<file path="config.mk">
export PLATFORM = sky130hd
export DESIGN_NAME = sfd_top
export DESIGN_NICKNAME = d
export VERILOG_FILES = /design/src/hw/sfd_pkg.sv /design/src/hw/sfd_flag_dec.sv /design/src/hw/sfd_hdr_enc.sv /design/src/hw/sfd_top.sv
export VERILOG_INCLUDE_DIRS = /design/src /design/src/hw
export SDC_FILE = /design/constraint.sdc
export NUM_CORES = 1
export LEC_CHECK = 0
export BUFFER_PORTS_ARGS = -buffer_cell sky130_fd_sc_hd__buf_2
export CAP_MARGIN = 20
export CORE_ASPECT_RATIO = 1.4
export CORE_MARGIN = 2
export CORE_UTILIZATION = 55
export DETAILED_ROUTE_END_ITERATION = 8
export PLACE_DENSITY = 0.78
export SKIP_LAST_GASP = 1
export SLEW_MARGIN = 20
export SYNTH_ARGS = -nofsm -noshare
export SYNTH_HDL_FRONTEND = slang
export SYNTH_SLANG_ARGS = --single-unit
</file>
<file path="constraint.sdc">
create_clock -name ref_clk -period 18.05 [get_ports ref_clk]
set_clock_uncertainty 0.05 [all_clocks]
set_input_delay 1.805 -clock ref_clk [delete_from_list [all_inputs] [get_ports ref_clk]]
set_output_delay 1.805 -clock ref_clk [all_outputs]
set_load 0.01 [all_outputs]
</file>
<file path="src/hw/sfd_cfg.svh">
// offsets, flag masks, kind codes and counts of the submessage flag decoder
`ifndef SFD_CFG_SVH
`define SFD_CFG_SVH
// submessage kind codes
`define SFD_K_HB 8'h07
`define SFD_K_GAP 8'h08
`define SFD_K_IDST 8'h0e
`define SFD_K_HBFR 8'h13
`define SFD_K_DATA 8'h15
`define SFD_K_FRAG 8'h16
// flag masks
`define SFD_F_E 8'h01
`define SFD_F_Q 8'h02
`define SFD_F_DD 8'h04
`define SFD_F_DK 8'h08
`define SFD_F_DN 8'h10
`define SFD_F_FK 8'h04
`define SFD_F_FN 8'h08
`define SFD_F_HF 8'h02
`define SFD_F_HL 8'h04
// flags defined per kind, everything else is unused
`define SFD_M_DATA 8'h1f
`define SFD_M_FRAG 8'h0f
`define SFD_M_HB 8'h07
`define SFD_M_EONLY 8'h01
// transmitted extra flags
`define SFD_EXTRA_TX 16'h0000
// register byte offsets
`define SFD_A_CTRL 5'h00
`define SFD_A_STAT 5'h04
`define SFD_A_HBCNT 5'h08
`define SFD_A_TXCFG 5'h0c
`define SFD_A_TXGO 5'h10
`define SFD_A_ERRS 5'h14
// register fields and reset values
`define SFD_ST_ERR 16
`define SFD_CTRL_RST 1'b1
// heartbeat body: count field occupies octets 24..27
`define SFD_HB_CNT_FIRST 16'h0018
`define SFD_HB_CNT_LAST 16'h001b
`endif

</file>
<file path="src/hw/sfd_pkg.sv">
// types and shared decode functions of the submessage flag decoder
package sfd_pkg;
  `include "sfd_cfg.svh"

  // parser states, one-hot
  typedef enum logic [10:0] {
    S_ID = 11'h001,
    S_FLG = 11'h002,
    S_LEN0 = 11'h004,
    S_LEN1 = 11'h008,
    S_EXT0 = 11'h010,
    S_EXT1 = 11'h020,
    S_OTQ0 = 11'h040,
    S_OTQ1 = 11'h080,
    S_SKIP = 11'h100,
    S_PAY = 11'h200,
    S_BODY = 11'h400
  } sfd_state_e;

  // flag bits that carry meaning for a given kind
  function automatic logic [7:0] sfd_kind_mask(input logic [7:0] kind);
    if (kind == `SFD_K_DATA)
      sfd_kind_mask = `SFD_M_DATA;
    else if (kind == `SFD_K_FRAG)
      sfd_kind_mask = `SFD_M_FRAG;
    else if (kind == `SFD_K_HB)
      sfd_kind_mask = `SFD_M_HB;
    else
      sfd_kind_mask = `SFD_M_EONLY;
  endfunction

  // join two octets of a 16-bit field in wire order
  function automatic logic [15:0] sfd_join16(input logic le, input logic [7:0] b0,
                                             input logic [7:0] b1);
    sfd_join16 = le ? {b1, b0} : {b0, b1};
  endfunction
endpackage

</file>
<file path="src/hw/sfd_flag_dec.sv">
// combinational decode of the submessage header flags octet
`timescale 1ns/1ps
`default_nettype none
`include "sfd_cfg.svh"
module sfd_flag_dec
  import sfd_pkg::*;
(
  // header
  input wire logic [7:0] kind,
  input wire logic [7:0] flags,
  // decoded flags
  output logic little_e,
  output logic inl_qos,
  output logic has_data,
  output logic has_key,
  output logic non_std,
  output logic final_f,
  output logic live_f,
  output logic bad_combo
);
  // unused bits are dropped here, per kind
  wire logic [7:0] used = flags & sfd_kind_mask(kind);
  wire logic is_data = (kind == `SFD_K_DATA);
  wire logic is_frag = (kind == `SFD_K_FRAG);
  wire logic is_hb = (kind == `SFD_K_HB);

  assign little_e = |(flags & `SFD_F_E);
  assign inl_qos = (is_data | is_frag) & |(used & `SFD_F_Q);
  assign has_data = is_data & |(used & `SFD_F_DD);
  // data: key mask 0x08, frag: key mask 0x04
  assign has_key = is_data ? |(used & `SFD_F_DK) : (is_frag & |(used & `SFD_F_FK));
  assign non_std = is_data ? |(used & `SFD_F_DN) : (is_frag & |(used & `SFD_F_FN));
  assign final_f = is_hb & |(used & `SFD_F_HF);
  assign live_f = is_hb & |(used & `SFD_F_HL);
  assign bad_combo = has_data & has_key;
endmodule
`default_nettype wire

</file>
<file path="src/hw/sfd_hdr_enc.sv">
// builds a clean submessage header word and the extra-flags word for sending
`timescale 1ns/1ps
`default_nettype none
`include "sfd_cfg.svh"
module sfd_hdr_enc
  import sfd_pkg::*;
(
  // requested header
  input wire logic [7:0] kind,
  input wire logic [7:0] flags_req,
  input wire logic [15:0] len,
  input wire logic [15:0] otq,
  // wire words, first octet in bits 31:24
  output logic [31:0] hdr,
  output logic [31:0] ext
);
  wire logic [7:0] masked = flags_req & sfd_kind_mask(kind);
  // never emit data and key together: key is dropped
  wire logic bad = (kind == `SFD_K_DATA) & |(masked & `SFD_F_DD) & |(masked & `SFD_F_DK);
  wire logic [7:0] clean = bad ? (masked & ~`SFD_F_DK) : masked;
  wire logic le = |(clean & `SFD_F_E);
  wire logic [15:0] len_w = le ? {len[7:0], len[15:8]} : len;
  wire logic [15:0] otq_w = le ? {otq[7:0], otq[15:8]} : otq;
  assign hdr = {kind, clean, len_w};
  // sixteen extra flag bits, all zero in this version
  assign ext = {`SFD_EXTRA_TX, otq_w};
endmodule
`default_nettype wire

</file>
<file path="src/hw/sfd_top.sv">
// submessage flag decoder: receive parser, send header builder, register slave
//
// Contract
// - data plus key flags is invalid
// - data non-standard payload flag mask 0x10
// - sixteen extra flag bits follow header flags
// - send extra flags as all zero
// - inline qos offset counts from after field
// - without qos, offset points past it
// - receiver always skips by that offset
// - fragment inline qos flag mask 0x02
// - fragment key flag mask 0x04
// - fragment non-standard payload mask 0x08
// - gap and destination: endian flag only
// - heartbeat fragment: endian flag only
// - heartbeat final 0x02; clear asks reply
// - heartbeat liveliness 0x04 asks refresh
// - flag bit 0 selects byte order
// - unused flags: send zero, ignore received
// - data masks: qos 02, data 04, key 08
`timescale 1ns/1ps
`default_nettype none
`include "sfd_cfg.svh"
module sfd_top
  import sfd_pkg::*;
#(
  parameter int ERR_W = 16 // width of the error counter
)
(
  // clock and reset
  input wire logic ref_clk,
  input wire logic sys_rst,
  // avalon-mm slave
  input wire logic [4:0] avs_address,
  input wire logic avs_read,
  input wire logic avs_write,
  input wire logic [31:0] avs_writedata,
  output logic [31:0] avs_readdata,
  output logic avs_waitrequest,
  // received octet stream from the remote participant
  input wire logic rx_valid,
  input wire logic [7:0] rx_data,
  input wire logic rx_last,
  output logic rx_ready,
  // payload toward local reader
  output logic pl_valid,
  output logic [7:0] pl_data,
  output logic pl_key,
  // events toward local reader
  output logic err_pulse,
  output logic hb_reply,
  output logic hb_live,
  output logic [31:0] hb_count,
  // header words toward the send path
  output logic tx_valid,
  output logic [31:0] tx_hdr,
  output logic [31:0] tx_ext
);
  // ----------------------------------------
  // parameter check
  // ----------------------------------------
  if (ERR_W < 1 || ERR_W > 32)
  begin : g_chk
    $error("ERR_W must be 1..32");
  end

  // ----------------------------------------
  // parser state
  // ----------------------------------------
  sfd_state_e st; // current parse state
  sfd_state_e next_st;
  logic [7:0] kind; // submessage kind
  logic [7:0] flags; // header flags octet
  logic [7:0] b0; // first octet of a 16-bit field
  logic [15:0] rem; // octets left in submessage
  logic unlim; // length zero: runs to end of message
  logic [15:0] pos; // body octet index
  logic [15:0] skip; // octets left to skip
  logic bad_r; // invalid flag combination seen
  logic ctrl_en; // receive enable
  logic err_st; // sticky error
  logic [ERR_W-1:0] err_cnt; // error counter
  logic [7:0] tx_kind; // send kind
  logic [7:0] tx_flags; // send flags request
  logic [15:0] tx_otq; // send inline qos offset
  logic ack; // bus answer cycle

  // decoder feeds on the live octet while the flags arrive
  wire logic [7:0] dec_flags = (st == S_FLG) ? rx_data : flags;
  wire logic d_le, d_qos, d_data, d_key, d_nsp, d_fin, d_live, d_bad;

  sfd_flag_dec u_dec (
    .kind(kind),
    .flags(dec_flags),
    .little_e(d_le),
    .inl_qos(d_qos),
    .has_data(d_data),
    .has_key(d_key),
    .non_std(d_nsp),
    .final_f(d_fin),
    .live_f(d_live),
    .bad_combo(d_bad)
  );

  // ----------------------------------------
  // receive decode wires
  // ----------------------------------------
  assign rx_ready = 1'b1; // no back-pressure
  wire logic fire = rx_valid & ctrl_en;
  wire logic [15:0] j16 = sfd_join16(d_le, b0, rx_data);
  wire logic in_body = (st == S_EXT0) | (st == S_EXT1) | (st == S_OTQ0) | (st == S_OTQ1)
                       | (st == S_SKIP) | (st == S_PAY) | (st == S_BODY);
  wire logic sm_end = rx_last | (in_body & ~unlim & (rem == 16'h0001));
  wire logic is_df = (kind == `SFD_K_DATA) | (kind == `SFD_K_FRAG);
  wire logic is_hb = (kind == `SFD_K_HB);
  wire logic hb_done = fire & (st == S_BODY) & is_hb & (pos == `SFD_HB_CNT_LAST);
  wire logic flg_err = fire & (st == S_FLG) & d_bad;

  // ----------------------------------------
  // next state
  // ----------------------------------------
  always_comb
  begin
    next_st = st;
    if (fire)
    begin
      case (st)
        S_ID: next_st = S_FLG;
        S_FLG: next_st = S_LEN0;
        S_LEN0: next_st = S_LEN1;
        // gap, destination, heartbeat fragment and unknown kinds just drain
        S_LEN1: next_st = is_df ? S_EXT0 : S_BODY;
        S_EXT0: next_st = S_EXT1;
        S_EXT1: next_st = S_OTQ0;
        // an offset of zero means the next element starts here
        S_OTQ1: next_st = (j16 == 16'h0000) ? S_PAY : S_SKIP;
        S_SKIP: next_st = (skip == 16'h0001) ? S_PAY : S_SKIP;
        S_OTQ0: next_st = S_OTQ1;
        S_PAY: next_st = S_PAY;
        S_BODY: next_st = S_BODY;
        default: next_st = S_ID;
      endcase
      if (sm_end)
        next_st = S_ID;
    end
  end

  // ----------------------------------------
  // parser registers
  // ----------------------------------------
  always_ff @(posedge ref_clk or posedge sys_rst)
  begin
    if (sys_rst)
      st <= S_ID;
    else
      st <= next_st;
  end

  // header capture and length tracking
  always_ff @(posedge ref_clk or posedge sys_rst)
  begin
    if (sys_rst)
    begin
      kind <= 8'h00;
      flags <= 8'h00;
      b0 <= 8'h00;
      rem <= 16'h0000;
      unlim <= 1'b0;
      pos <= 16'h0000;
      skip <= 16'h0000;
      bad_r <= 1'b0;
    end
    else if (fire)
    begin
      if (st == S_ID)
        kind <= rx_data;
      if (st == S_FLG)
        flags <= rx_data;
      if (st == S_FLG)
        bad_r <= d_bad;
      if ((st == S_LEN0) | (st == S_OTQ0))
        b0 <= rx_data;
      if (st == S_LEN1)
      begin
        rem <= j16;
        unlim <= (j16 == 16'h0000);
        pos <= 16'h0000;
      end
      else if (in_body)
      begin
        rem <= rem - 16'h0001;
        pos <= pos + 16'h0001;
      end
      // skip past any header elements not understood
      if (st == S_OTQ1)
        skip <= j16;
      else if (st == S_SKIP)
        skip <= skip - 16'h0001;
    end
  end

  // heartbeat count assembled in the selected byte order
  always_ff @(posedge ref_clk or posedge sys_rst)
  begin
    if (sys_rst)
      hb_count <= 32'h0000_0000;
    else if (fire & (st == S_BODY) & is_hb & (pos >= `SFD_HB_CNT_FIRST)
             & (pos <= `SFD_HB_CNT_LAST))
      hb_count <= d_le ? {rx_data, hb_count[31:8]} : {hb_count[23:0], rx_data};
  end

  // payload forwarding and event pulses
  always_ff @(posedge ref_clk or posedge sys_rst)
  begin
    if (sys_rst)
    begin
      pl_valid <= 1'b0;
      pl_data <= 8'h00;
      pl_key <= 1'b0;
      err_pulse <= 1'b0;
      hb_reply <= 1'b0;
      hb_live <= 1'b0;
    end
    else
    begin
      pl_valid <= fire & (st == S_PAY) & ~bad_r;
      pl_data <= rx_data;
      pl_key <= d_key;
      err_pulse <= flg_err;
      hb_reply <= hb_done & ~d_fin;
      hb_live <= hb_done & d_live;
    end
  end

  // ----------------------------------------
  // send header builder
  // ----------------------------------------
  wire logic [31:0] enc_hdr, enc_ext;

  sfd_hdr_enc u_enc (
    .kind(tx_kind),
    .flags_req(tx_flags),
    .len(avs_writedata[15:0]),
    .otq(tx_otq),
    .hdr(enc_hdr),
    .ext(enc_ext)
  );

  // ----------------------------------------
  // register slave
  // ----------------------------------------
  wire logic req = avs_read | avs_write;
  assign avs_waitrequest = req & ~ack;
  wire logic wr_do = avs_write & ack;
  wire logic wr_ctrl = wr_do & (avs_address == `SFD_A_CTRL);
  wire logic wr_stat = wr_do & (avs_address == `SFD_A_STAT);
  wire logic wr_txcfg = wr_do & (avs_address == `SFD_A_TXCFG);
  wire logic wr_txgo = wr_do & (avs_address == `SFD_A_TXGO);
  logic [31:0] rd_mux;

  // read selection, unmapped reads zero
  always_comb
  begin
    if (avs_address == `SFD_A_CTRL)
      rd_mux = {31'h0000_0000, ctrl_en};
    else if (avs_address == `SFD_A_STAT)
      rd_mux = {15'h0000, err_st, flags, kind};
    else if (avs_address == `SFD_A_HBCNT)
      rd_mux = hb_count;
    else if (avs_address == `SFD_A_TXCFG)
      rd_mux = {tx_otq, tx_flags, tx_kind};
    else if (avs_address == `SFD_A_ERRS)
      rd_mux = 32'(err_cnt);
    else
      rd_mux = 32'h0000_0000;
  end

  // answer one cycle after the request
  always_ff @(posedge ref_clk or posedge sys_rst)
  begin
    if (sys_rst)
    begin
      ack <= 1'b0;
      avs_readdata <= 32'h0000_0000;
    end
    else
    begin
      ack <= req & ~ack;
      if (avs_read & ~ack)
        avs_readdata <= rd_mux;
    end
  end

  // control, status and send configuration
  always_ff @(posedge ref_clk or posedge sys_rst)
  begin
    if (sys_rst)
    begin
      ctrl_en <= `SFD_CTRL_RST;
      err_st <= 1'b0;
      err_cnt <= '0;
      tx_kind <= 8'h00;
      tx_flags <= 8'h00;
      tx_otq <= 16'h0000;
      tx_valid <= 1'b0;
      tx_hdr <= 32'h0000_0000;
      tx_ext <= 32'h0000_0000;
    end
    else
    begin
      if (wr_ctrl)
        ctrl_en <= avs_writedata[0];
      // set wins over the write-one clear
      if (flg_err)
        err_st <= 1'b1;
      else if (wr_stat & avs_writedata[`SFD_ST_ERR])
        err_st <= 1'b0;
      if (flg_err)
        err_cnt <= err_cnt + 1'b1;
      if (wr_txcfg)
      begin
        tx_kind <= avs_writedata[7:0];
        tx_flags <= avs_writedata[15:8];
        tx_otq <= avs_writedata[31:16];
      end
      tx_valid <= wr_txgo;
      if (wr_txgo)
      begin
        tx_hdr <= enc_hdr;
        tx_ext <= enc_ext;
      end
    end
  end
endmodule
`default_nettype wire

</file>
=== Yosys cells after proc, flatten, opt, wreduce, memory -nomap -nowiden ===
Index checks and enable logic that the tools add are counted.

* Word-level logic and storage cells: 145
* Input bits: 51
* Bits in registers: 262

* Add/sub/neg operators: 4
* Bitwise gates (word level): 45
* Multiplexer cells: 31
* Magnitude comparators: 2
* Reduce and logical (&&, ||, !) cells: 11
* Equality and inequality tests: 25

{| class="wikitable"
|+ Operators with widths
! operator !! number
|-
| $mux W16 || 10
|-
| $mux W32 || 5
|-
| $pmux W11 S11 || 1
|-
| $add A16 B1 Y16 const B || 2
|-
| $eq A16 B1 Y1 const B || 2
|-
| $eq A8 B5 Y1 const B || 4
|-
| $sub A16 B1 Y16 const B || 2
|-
| $and A1 B1 Y1 || 29
|-
| $mux W11 || 2
|-
| $mux W10 || 2
|-
| $eq A16 B5 Y1 const B || 1
|-
| $eq A8 B3 Y1 const B || 2
|-
| $ge A16 B5 Y1 const B || 1
|-
| $le A16 B5 Y1 const B || 1
|-
| $logic_not A16 Y1 || 1
|-
| $mux W4 || 4
|-
| $reduce_and A2 Y1 || 6
|-
| $eq A11 B1 Y1 const B || 1
|-
| $eq A11 B10 Y1 const B || 1
|-
| $eq A11 B11 Y1 const B || 1
|-
| $eq A11 B2 Y1 const B || 1
|-
| $eq A11 B3 Y1 const B || 1
|-
| $eq A11 B4 Y1 const B || 1
|-
| $eq A11 B5 Y1 const B || 1
|-
| 17 further kinds || 36
|}

=== Longest topological paths before layout ===
Gate-level depths: netlist (run 1).

* Depth after elaboration: 11
* Depth in mapped cells: 10
* Depth with buffers taken out: 7

=== Hierarchy ===
A second synthesis (run 1) with hierarchy kept.

* Cells, all modules: 1315
* Area, all modules: 13993.4 um^2

{| class="wikitable"
|+ Modules (own cells, without submodules)
! module !! area each (um^2) !! cells each !! instances !! sequential area each (um^2)
|-
| sfd_top || 13156.4 || 1217 || 1 || 6959.2
|-
| sfd_hdr_enc || 685.7 || 78 || 1 || 0.0
|-
| sfd_flag_dec || 151.4 || 20 || 1 || 0.0
|}

=== Worst setup path before layout (run 1) ===
No wires, ideal clock.

* Path kind: input -> output
* From: in avs_write
* To: out avs_waitrequest
* Path slack: 14.181 ns
* Required time: 16.195 ns
* Arrival time: 2.014 ns
* Cell stages on the path: 2
* Cells stage by stage: nor2_1 > nor2_1

* Word-level cells in the longest chain between the ends: 2

{| class="wikitable"
|+ Ends and longest elaborated chain
! element !! line !! source
|-
| from (decl) || sfd_top.sv:36 || <nowiki>input wire logic avs_write,</nowiki>
|-
| $or A1 B1 Y1 || sfd_top.sv:252 || <nowiki>wire logic req = avs_read | avs_write;</nowiki>
|-
| $and A1 B1 Y1 || sfd_top.sv:253 || <nowiki>assign avs_waitrequest = req & ~ack;</nowiki>
|-
| to (decl) || sfd_top.sv:39 || <nowiki>output logic avs_waitrequest,</nowiki>
|}

No other way between the ends.

=== Worst setup path in the final report (run 1) ===
Same ends and word-level chain as after synthesis.

==> flow_summary.yaml, run 1 <==
logic_synthesis:
  yosysSeqAreaShare: 0.505
  ys.flop_type: "dfrtp_1"
  synth.avg_cell_area_um2: 10.2
  synth-edff-count: 0
  syn_inst: 1265
  netlist_area_um2: 12800
  synthDistinctLibCells: 73
  yosys_warnings: 0
  ys_ff_latch: 259
  synthArstFlopShare: 1.00
placement:
  place.gp.congestion: 0.931
  placed_area_um2: 13800
  io_buffer_count: 174
  dp_cells: 1675
  post-dp-hpwl_um: 24400
  dp_slack_ps: 13490
min_path:
  min_to: "avs_readdata[26]"
  holdPathStages: 2
  hold_start: "avs_readdata[26]"
  hp-class: "register to register"
global_route:
  grt_max_degree: 118
  grt.total_usage: 0.284
  grt_pass1_vias: 10300
  grt_overflow: 0
  grt_pass1_wl_um: 55600
  antenna_found_initial: 1
sta:
  tns_ps: 0
  fmax_mhz: 244
  rsz0062_at_grt: "false"
  slew_headroom: 0.289
  holdWs_ps: 431
  worst_slew_pin_slew_ps: 1070
  setup_violations: 0
  fin_crit_sh: 0.227
  fin_ws_ps: 13950
  slew_violations: 0
  period_minus_slack_ps: 4100
  hold_viol: 0
setup_path:
  crit_required_ps: 16190
  crit_arrival_ps: 2240
  r2r_slack_ps: 14420
  r2r_start: "st[5]"
  crit_path_start_kind: "input port"
  end_kind: "primary output"
  critPathKind: "input port to primary output"
  cp_max_fo: 4
  reg2regPathDepth: 7
  r2r-end: "rem[6]"
power:
  p_int_mw: 1.05
  p_sw_frac: 0.282
  p_clk_frac: 0.394
  power_mw: 1.46
  power_frac_comb: 0.142
  seqPwrFrac: 0.464
  p_leak_nw: 6.79
  p_per_area_nw_per_um2: 99.4
  ir_worst_vdd_mv: 0.0838
  power.switching_uw: 411
floorplanning:
  die_w_um: 133
  ios: 195
  core_um2: 23100
  die-area_um2: 24600
  die_h_um: 185
  rows: 66
  initial_core_util: 0.555
cells_and_area:
  fillCellCount: 1865
  final_common_cell: "dfrtp_1"
  area_growth_pct: 14.3
  diodes: 0
  nets: 1455
  most-common-layout-cells: "dfrtp_1 (256), buf_2 (174), nand2_1 (165)"
  utilization: 0.635
  stdcell_count: 1723
  drive_above_1_share: 0.226
  design_area_um2: 14700
run_status:
  outcome: "completed"
drt:
  drt_iter0_markers: 1232
  drt-pass1-iter-count: 6
  wl_per_cell_um: 20.3
  viasPerCell: 6.15
  ant_nets: 0
  wirelength_um: 34900
  drc: 0
  routed-via-count: 10600
clock_network:
  cts_tree: "built"
  insertion_delay_ps: 530
  cts_max_level: 1
  clk_path_buf_depth: 3
  root_buffer: "clkbuf_16"
  cts_buffers: 26
  cts_setup_buffers: 0
  cts_resized: 0
  cts_sinks: 259
  clkTransAtPathRegs_ps: 60
  holdBufCountCts: 0
job:
  cap_violations: 0
[cell type report]
type / count / area [um2] / area share
clock buffer: 35 / 746 / 0.0508
inverter: 14 / 60.1 / 0.00409
multi-input combinational: 910 / 5890 / 0.401
tap: 306 / 383 / 0.0261
sequential: 259 / 6480 / 0.442
clock inverter: 13 / 164 / 0.0112
timing repair buffer: 186 / 961 / 0.0654
[sequential cells by signal, summed over array words and instances (netlist names), 8 cells and up]
name          flops
avs_readdata     32
hb_count         32
tx_hdr           29
err_cnt          16
pos              16
rem              16
skip             16
tx_ext           16
tx_otq           16
st               11
b0                8
flags             8
kind              8
pl_data           8
tx_flags          8
tx_kind           8
[worst max-delay path by stage]
stage                   start         endpoint  slack (ps)  depth (start not counted)
6_report            avs_write  avs_waitrequest       13950                          4
3_3_place_gp   avs_address[4]  avs_readdata[6]       13610                          6
4_1_cts        avs_address[4]  avs_readdata[5]       13910                          6
3_5_place_dp   avs_address[4]  avs_readdata[5]       13490                          6
5_1_grt             avs_write  avs_waitrequest       13890                          4
2_1_floorplan         sys_rst              ack        9070                          1
[cells in the mapped netlist (all sizes together), types with 3 or more instances]
cell,count,share of area
nand3,28,0.011
buf,46,0.023
xnor2,11,0.0075
mux2i,91,0.071
or4,8,0.0050
or2,3,0.0015
or3,18,0.0088
nand2b,8,0.0039
clkbuf,54,0.016
o21a,5,0.0029
xor2,16,0.011
ha,7,0.0068
and3,7,0.0034
nor4,21,0.012
mux2,68,0.060
nand3b,4,0.0023
and2,3,0.0015
a221oi,4,0.0027
o211ai,16,0.0094
nor3,30,0.013
a22o,5,0.0034
or4b,4,0.0034
a31oi,7,0.0034
nand4,17,0.0083
nor4b,7,0.0048
nand2,166,0.049
o31ai,32,0.019
o21ai,82,0.032
a32oi,4,0.0027
inv,13,0.0038
a22oi,4,0.0023
o22ai,5,0.0024
dfrtp,257,0.50
o221ai,4,0.0027
nor2,87,0.025
a21oi,77,0.030
a222oi,16,0.012
[worst max-delay path: stages]
cell,delay (ps)
buf_2,110
nor2_1,50
nor2_1,120
buf_2,150
[power groups by stage]
stage          logic (mW)  clock network (mW)  registers (mW)
4_1_cts             0.207               0.583           0.676
2_1_floorplan       0.158                   0           0.669
3_5_place_dp        0.206                   0           0.685
6_report            0.208               0.574           0.677
5_1_grt             0.227               0.603           0.683
3_3_place_gp        0.200                   0           0.684
[logic make-up after synthesis]
| group | count (synthesis) | synth area share |
|---|---|---|
| other cells | 2 | 0.000585 |
| compound gates | 281 | 0.140 |
| xor+xnor | 27 | 0.0184 |
| simple gates | 416 | 0.156 |
| buf+inv | 114 | 0.0432 |
| fa+ha+maj | 7 | 0.00682 |
| flops | 259 | 0.505 |
| mux | 159 | 0.131 |
[metal layers]
layer / GRT usage / up-vias / share of wire
met5: 0 / - / 0.00031
met1: 0.344 / 5204 / 0.38
met4: 0.146 / 2 / 0.053
met3: 0.0493 / 100 / 0.070
met2: 0.488 / 469 / 0.50
li1: - / 4830 / -
Power figures use the tool's default switching activity.
==> run 2, diff against run 1 <==
--- a/config.mk
+++ b/config.mk
@@ -6,6 +6,7 @@
 export SDC_FILE = /design/constraint.sdc
 export NUM_CORES = 1
 export LEC_CHECK = 0
+export ABC_AREA = 1
 export BUFFER_PORTS_ARGS = -buffer_cell sky130_fd_sc_hd__buf_2
 export CAP_MARGIN = 20
 export CORE_ASPECT_RATIO = 1.4
==> constraint.sdc (replaced) <==
create_clock -name ref_clk -period 4.2 [get_ports ref_clk]
set_clock_uncertainty 0.05 [all_clocks]
set_input_delay 0.42 -clock ref_clk [delete_from_list [all_inputs] [get_ports ref_clk]]
set_output_delay 0.42 -clock ref_clk [all_outputs]
set_load 0.01 [all_outputs]
==> flow_summary.yaml, run 2 <==
cells_and_area:
  area_growth_pct: 14.8
  final_common_cell: "nand2_1"
  most-common-layout-cells: "nand2_1 (314), dfrtp_1 (256), o21ai_0 (180)"
  multi_input_area_um2: 5560
  nets: 1791
  fillCellCount: 1989
  ff_latch_area_um2: 6480
  largestRegisters: "avs_readdata: 32 flops, hb_count: 32 flops, tx_hdr: 29 flops"
  diodes: 0
  drive_above_1_share: 0.169
floorplanning:
  die-area_um2: 24900
  initial_core_util: 0.559
  ios: 195
  die_h_um: 186
  rows: 66
  core_um2: 23300
  die_w_um: 134
drt:
  routed-via-count: 11800
  drt-pass1-iter-count: 6
  drc: 0
  viasPerCell: 5.71
  ant_nets: 0
  wirelength_um: 36300
  drt_iter0_markers: 1047
  wl_per_cell_um: 17.6
setup_path:
  crit_chain: "nor2_4 -> nand2_2 -> nor2_8 -> nand2_1 -> buf_4 -> inv_1 -> nand2_1 -> nand2_2 -> nand3_1 -> nor2_1 -> nor2_1"
  crit_arrival_ps: 3230
  crit_path_start_kind: "register"
  crit_family: "simple AND/OR/NAND/NOR gates"
  end_kind: "register"
  cp_max_fo: 25
  crit_buf_inv: 2
  max_stage_delay_ps: 430
  cp_slowest_cell: "dfrtp_1"
  crit_required_ps: 4570
  critPathKind: "register to register"
clock_network:
  cts_buffers: 26
  cts_setup_buffers: 0
  cts_sinks: 259
  holdBufCountCts: 0
  cts_tree: "built"
  clkTransAtPathRegs_ps: 70
  root_buffer: "clkbuf_16"
  insertion_delay_ps: 540
  cts_max_level: 1
  cts_resized: 0
  clk_path_buf_depth: 3
logic_synthesis:
  synth.avg_cell_area_um2: 8.20
  synth_common_cells: "nand2_1 (314), dfrtp_1 (257), o21ai_0 (180)"
  yosysTopAreaCell: "dfrtp_1"
  synth_mux_area_frac: 0.0138
  synth-edff-count: 0
  synthDistinctLibCells: 48
  ys_ff_latch: 259
  yosys-top-cells-area: "dfrtp_1 (49%), nand2_1 (9.1%), o21ai_0 (6.9%), nor2_1 (4.9%), inv_1 (4.5%)"
  ys.flop_type: "dfrtp_1"
  synth_top_family_by_area: "simple AND/OR/NAND/NOR gates"
  syn_inst: 1588
  synth_fa_ha_area_frac: 0.00673
  netlist_area_um2: 13000
  synthSimpleGateAreaFrac: 0.218
  netlist.area_leader.share: 0.494
  synth-xor-area-share: 0.0229
  yosysSeqAreaShare: 0.498
  synth.most_common_cell: "nand2_1"
  synth-compound-area-share: 0.158
  synthArstFlopShare: 1.00
  yosys_warnings: 0
power:
  p_per_area_nw_per_um2: 454
  p_leak_nw: 7.41
  ir_worst_vdd_mv: 0.379
sta:
  rsz0062_at_grt: "false"
  slew_violations: 0
  slew_headroom: 0.398
  fin_crit_sh: 0.681
  hold_viol: 34
  setup_violations: 0
  tns_ps: 0
  period_minus_slack_ps: 2860
  fmax_mhz: 350
  fin_ws_ps: 1340
  holdWs_ps: -15.7
  worst_slew_pin_slew_ps: 900
run_status:
  violations: "negative hold slack"
  outcome: "finished, violations left"
global_route:
  grt_max_degree: 139
  grt_pass1_wl_um: 58400
  grt_pass1_vias: 11100
  antenna_found_initial: 1
  grt_overflow: 0
  grt.total_usage: 0.293
placement:
  post-dp-hpwl_um: 25900
  place.gp.congestion: 0.923
  io_buffer_count: 174
  dp_slack_ps: 1270
min_path:
  hp-class: "input port to asynchronous set/reset pin"
job:
  cap_violations: 0
-- run 2: cell types whose count changed after synthesis, sizes merged, moves of 31 or more --
| cell | before | now |
|---|---|---|
| a31oi | 7 | 38 |
| inv | 13 | 159 |
| mux2 | 68 | 16 |
| mux2i | 91 | 0 |
| nand2 | 166 | 336 |
| nand3 | 28 | 72 |
| nor2 | 87 | 179 |
| o21ai | 82 | 192 |
| o22ai | 5 | 42 |
-- run 2: cell families (layout without fill, tap and decap cells) --
family / count (synthesis) / in the layout
xor+xnor: 34 / 34
other cells: 2 / 20
simple gates: 645 / 645
flops: 259 / 259
buf+inv: 252 / 398
mux: 16 / 16
compound gates: 373 / 373
fa+ha+maj: 7 / 7
-- run 2: layout make-up --
cell class | instances | share of cell area
sequential | 259 | 0.434
multi-input combinational | 1095 | 0.372
timing repair buffer | 188 | 0.0670
clock buffer | 35 | 0.0491
inverter | 163 | 0.0412
tap | 306 | 0.0256
clock inverter | 12 | 0.0116
-- run 2: final timing paths --
check	slack (ps)	startpoint	endpoint	depth (start not counted)
hold reg to reg	410	bad_r	pl_valid	1
min in group ref_clk	10	rx_data[5]	pl_data[5]	1
hold / removal	-20	sys_rst	err_cnt[11]	2
max in group asynchronous	2910	sys_rst	tx_flags[0]	3
setup reg to reg	1340	st[8]	pos[5]	11
setup / recovery	1340	st[8]	pos[5]	11
-- run 2: per-layer routing --
layer | share of wire | track usage | vias to the layer above
met5 | 0.00036 | 0 | -
met1 | 0.40 | 0.388 | 5549
met3 | 0.075 | 0.0447 | 108
met4 | 0.041 | 0.116 | 2
li1 | - | - | 5516
met2 | 0.48 | 0.487 | 584
-- run 2: metrics by stage --
step           hold WS, ps  area [um2]  power, mW  utilization  std cells
2_1_floorplan          361       13100       3.89            -       1606
3_3_place_gp           384       14000       4.27        0.603       2011
3_5_place_dp           380       14000       4.32        0.603       2011
4_1_cts               2.17       14900       6.79        0.642       2058
5_1_grt               7.17       14900       7.08        0.642       2058
6_report             -15.7       14900       6.78        0.642       2058
-- run 2: power by group --
group          internal (mW)  switching, mW  total [mW]
clock network           1.47           1.00        2.47
logic                  0.418          0.905        1.32
registers               2.76          0.228        2.99
total                   4.65           2.14        6.78
==> run 3, diff against run 2 <==
==> constraint.sdc (replaced) <==
create_clock -name ref_clk -period 2.7 [get_ports ref_clk]
set_clock_uncertainty 0.05 [all_clocks]
set_input_delay 0.27 -clock ref_clk [delete_from_list [all_inputs] [get_ports ref_clk]]
set_output_delay 0.27 -clock ref_clk [all_outputs]
set_load 0.01 [all_outputs]
==> flow_summary.yaml, run 3 (synthesis gave the netlist of run 2 again) <==
clock_network:
  clk_path_buf_depth: 3
  clkTransAtPathRegs_ps: 60
  cts_buffers: 26
  cts_setup_buffers: 0
  root_buffer: "clkbuf_16"
  cts_max_level: 1
  cts_tree: "built"
  insertion_delay_ps: 550
  cts_sinks: 259
  cts_resized: 0
drt:
  drc: 0
  viasPerCell: 5.68
  drt_iter0_markers: 1085
  wirelength_um: 37700
  routed-via-count: 12000
  ant_nets: 0
  drt-pass1-iter-count: 5
  wl_per_cell_um: 17.8
cells_and_area:
  area_growth_pct: 19.2
  largestRegisters: "avs_readdata: 32 flops, hb_count: 32 flops, tx_hdr: 29 flops"
  stdcell_count: 2119
  final_common_cell: "nand2_1"
  drive_above_1_share: 0.167
  most-common-layout-cells: "nand2_1 (314), dfrtp_1 (257), o21ai_0 (180)"
  nets: 1851
power:
  p_int_mw: 7.11
  p_clk_frac: 0.349
  p_sw_frac: 0.322
  power.switching_mw: 3.37
  p_per_area_nw_per_um2: 675
  seqPwrFrac: 0.442
  ir_worst_vdd_mv: 0.656
  p_leak_nw: 7.66
  power_frac_comb: 0.209
global_route:
  grt_overflow: 0
  grt_max_degree: 92
  antenna_found_initial: 1
  grt.total_usage: 0.306
  grt_pass1_wl_um: 60600
  grt_pass1_vias: 11700
placement:
  io_buffer_count: 174
  dp_slack_ps: 332
  dp_cells: 2021
  post-dp-hpwl_um: 26600
  place.gp.congestion: 0.960
sta:
  fin_crit_sh: 0.919
  worst_slew_pin_slew_ps: 644
  fin_ws_ps: 218
  slew_headroom: 0.570
  fmax_mhz: 403
  setup_violations: 0
  hold_viol: 0
  rsz0062_at_grt: "false"
  period_minus_slack_ps: 2480
  slew_violations: 0
floorplanning:
  ios: 195
  rows: 66
  initial_core_util: 0.559
  die-area_um2: 24900
  die_h_um: 186
  die_w_um: 134
  core_um2: 23300
setup_path:
  crit_path_start_kind: "register"
  r2r-end: "st[8]"
  crit_arrival_ps: 2860
  reg2regPathDepth: 16
  cp_max_fo: 27
  end_kind: "register"
  r2r_start: "st[5]"
  r2r_slack_ps: 220
  crit_required_ps: 3080
  critPathKind: "register to register"
min_path:
  min_to: "st[3]"
  holdPathStages: 4
  hp-class: "input port to register"
  hold_start: "rx_last"
run_status:
  outcome: "completed"
job:
  cap_violations: 0
run 3: changes by cell type in the layout (fill, tap and decap cells not counted), moves of 2 or more:
| cell | delta |
|---|---|
| dlygate4sd3_1 | +50 |
| clkinv_2 | -3 |
| clkbuf_8 | +2 |
| buf_12 | +3 |
| clkbuf_1 | +2 |
| bufinv_16 | -3 |
| buf_4 | +7 |
run 3: routing by layer:
metal / vias up / global-route usage / part of all wire
met5: - / 0 / 0
met4: 0 / 0.161 / 0.055
met3: 129 / 0.0411 / 0.065
met2: 495 / 0.502 / 0.48
met1: 5766 / 0.399 / 0.40
li1: 5641 / - / -
run 3: what timing repair did:
action / in CTS / in global routing
hold buffers: 50 / 0
endpoints found under the setup margin: 0 / 0
endpoints found under the hold margin: 75 / 0
run 3: cell type report:
cell class / count / area, um2
Clock buffer: 39 / 769
Sequential cell: 259 / 6480
Inverter: 163 / 616
Clock inverter: 8 / 98.8
Multi-Input combinational cell: 1095 / 5560
Tap cell: 306 / 383
Fill cell: 1897 / 7760
Antenna cell: 1 / 2.50
Timing Repair Buffer: 248 / 1610
run 3: worst max-delay path: stages, from the launching register on:
cell	delay, ps
dfrtp_1	420
nor2_2	170
nand2_2	140
nor2_8	190
nand2_8	120
nand2_8	130
nand2_4	200
nand2_1	130
nand2_1	160
nor2_1	130
nand2_1	60
nor2_1	130
nand2_1	90
nand2_1	70
nand2_1	60
nand2_1	60
nand2_1	50
run 3: stage by stage:
| step | hold WS (ps) | power [mW] | setup TNS (ps) | utilization | cell area [um2] |
|---|---|---|---|---|---|
| detailed placement | 335 | 6.74 | 0 | 0.608 | 14200 |
| global route | 49.7 | 11.0 | 0 | 0.667 | 15500 |
| global placement | 331 | 6.67 | 0 | 0.608 | 14200 |
| floorplan | 251 | 6.06 | -265470 | - | 13100 |
| finish | 14.6 | 10.5 | 0 | 0.667 | 15500 |
| CTS | 6.67 | 10.5 | 0 | 0.667 | 15500 |
run 3: worst max-delay path by stage:
| stage | slack (ps) | depth (start not counted) | to | start |
|---|---|---|---|---|
| 2_1_floorplan | -1030 | 1 | ack | sys_rst |
| 4_1_cts | 260 | 16 | st[8] | st[5] |
| 3_5_place_dp | 330 | 16 | st[8] | st[5] |
| 5_1_grt | 50 | 16 | st[8] | st[8] |
| 6_report | 220 | 16 | st[8] | st[5] |
| 3_3_place_gp | 400 | 16 | st[8] | st[5] |
run 3: power by group through the flow:
stage	logic (mW)	clock network, mW	registers (mW)
final	2.19	3.65	4.64
after global routing	2.43	3.86	4.67
after CTS	2.15	3.70	4.62
after detailed placement	2.05	0	4.68
after global placement	2.00	0	4.67
after floorplan	1.38	0	4.67
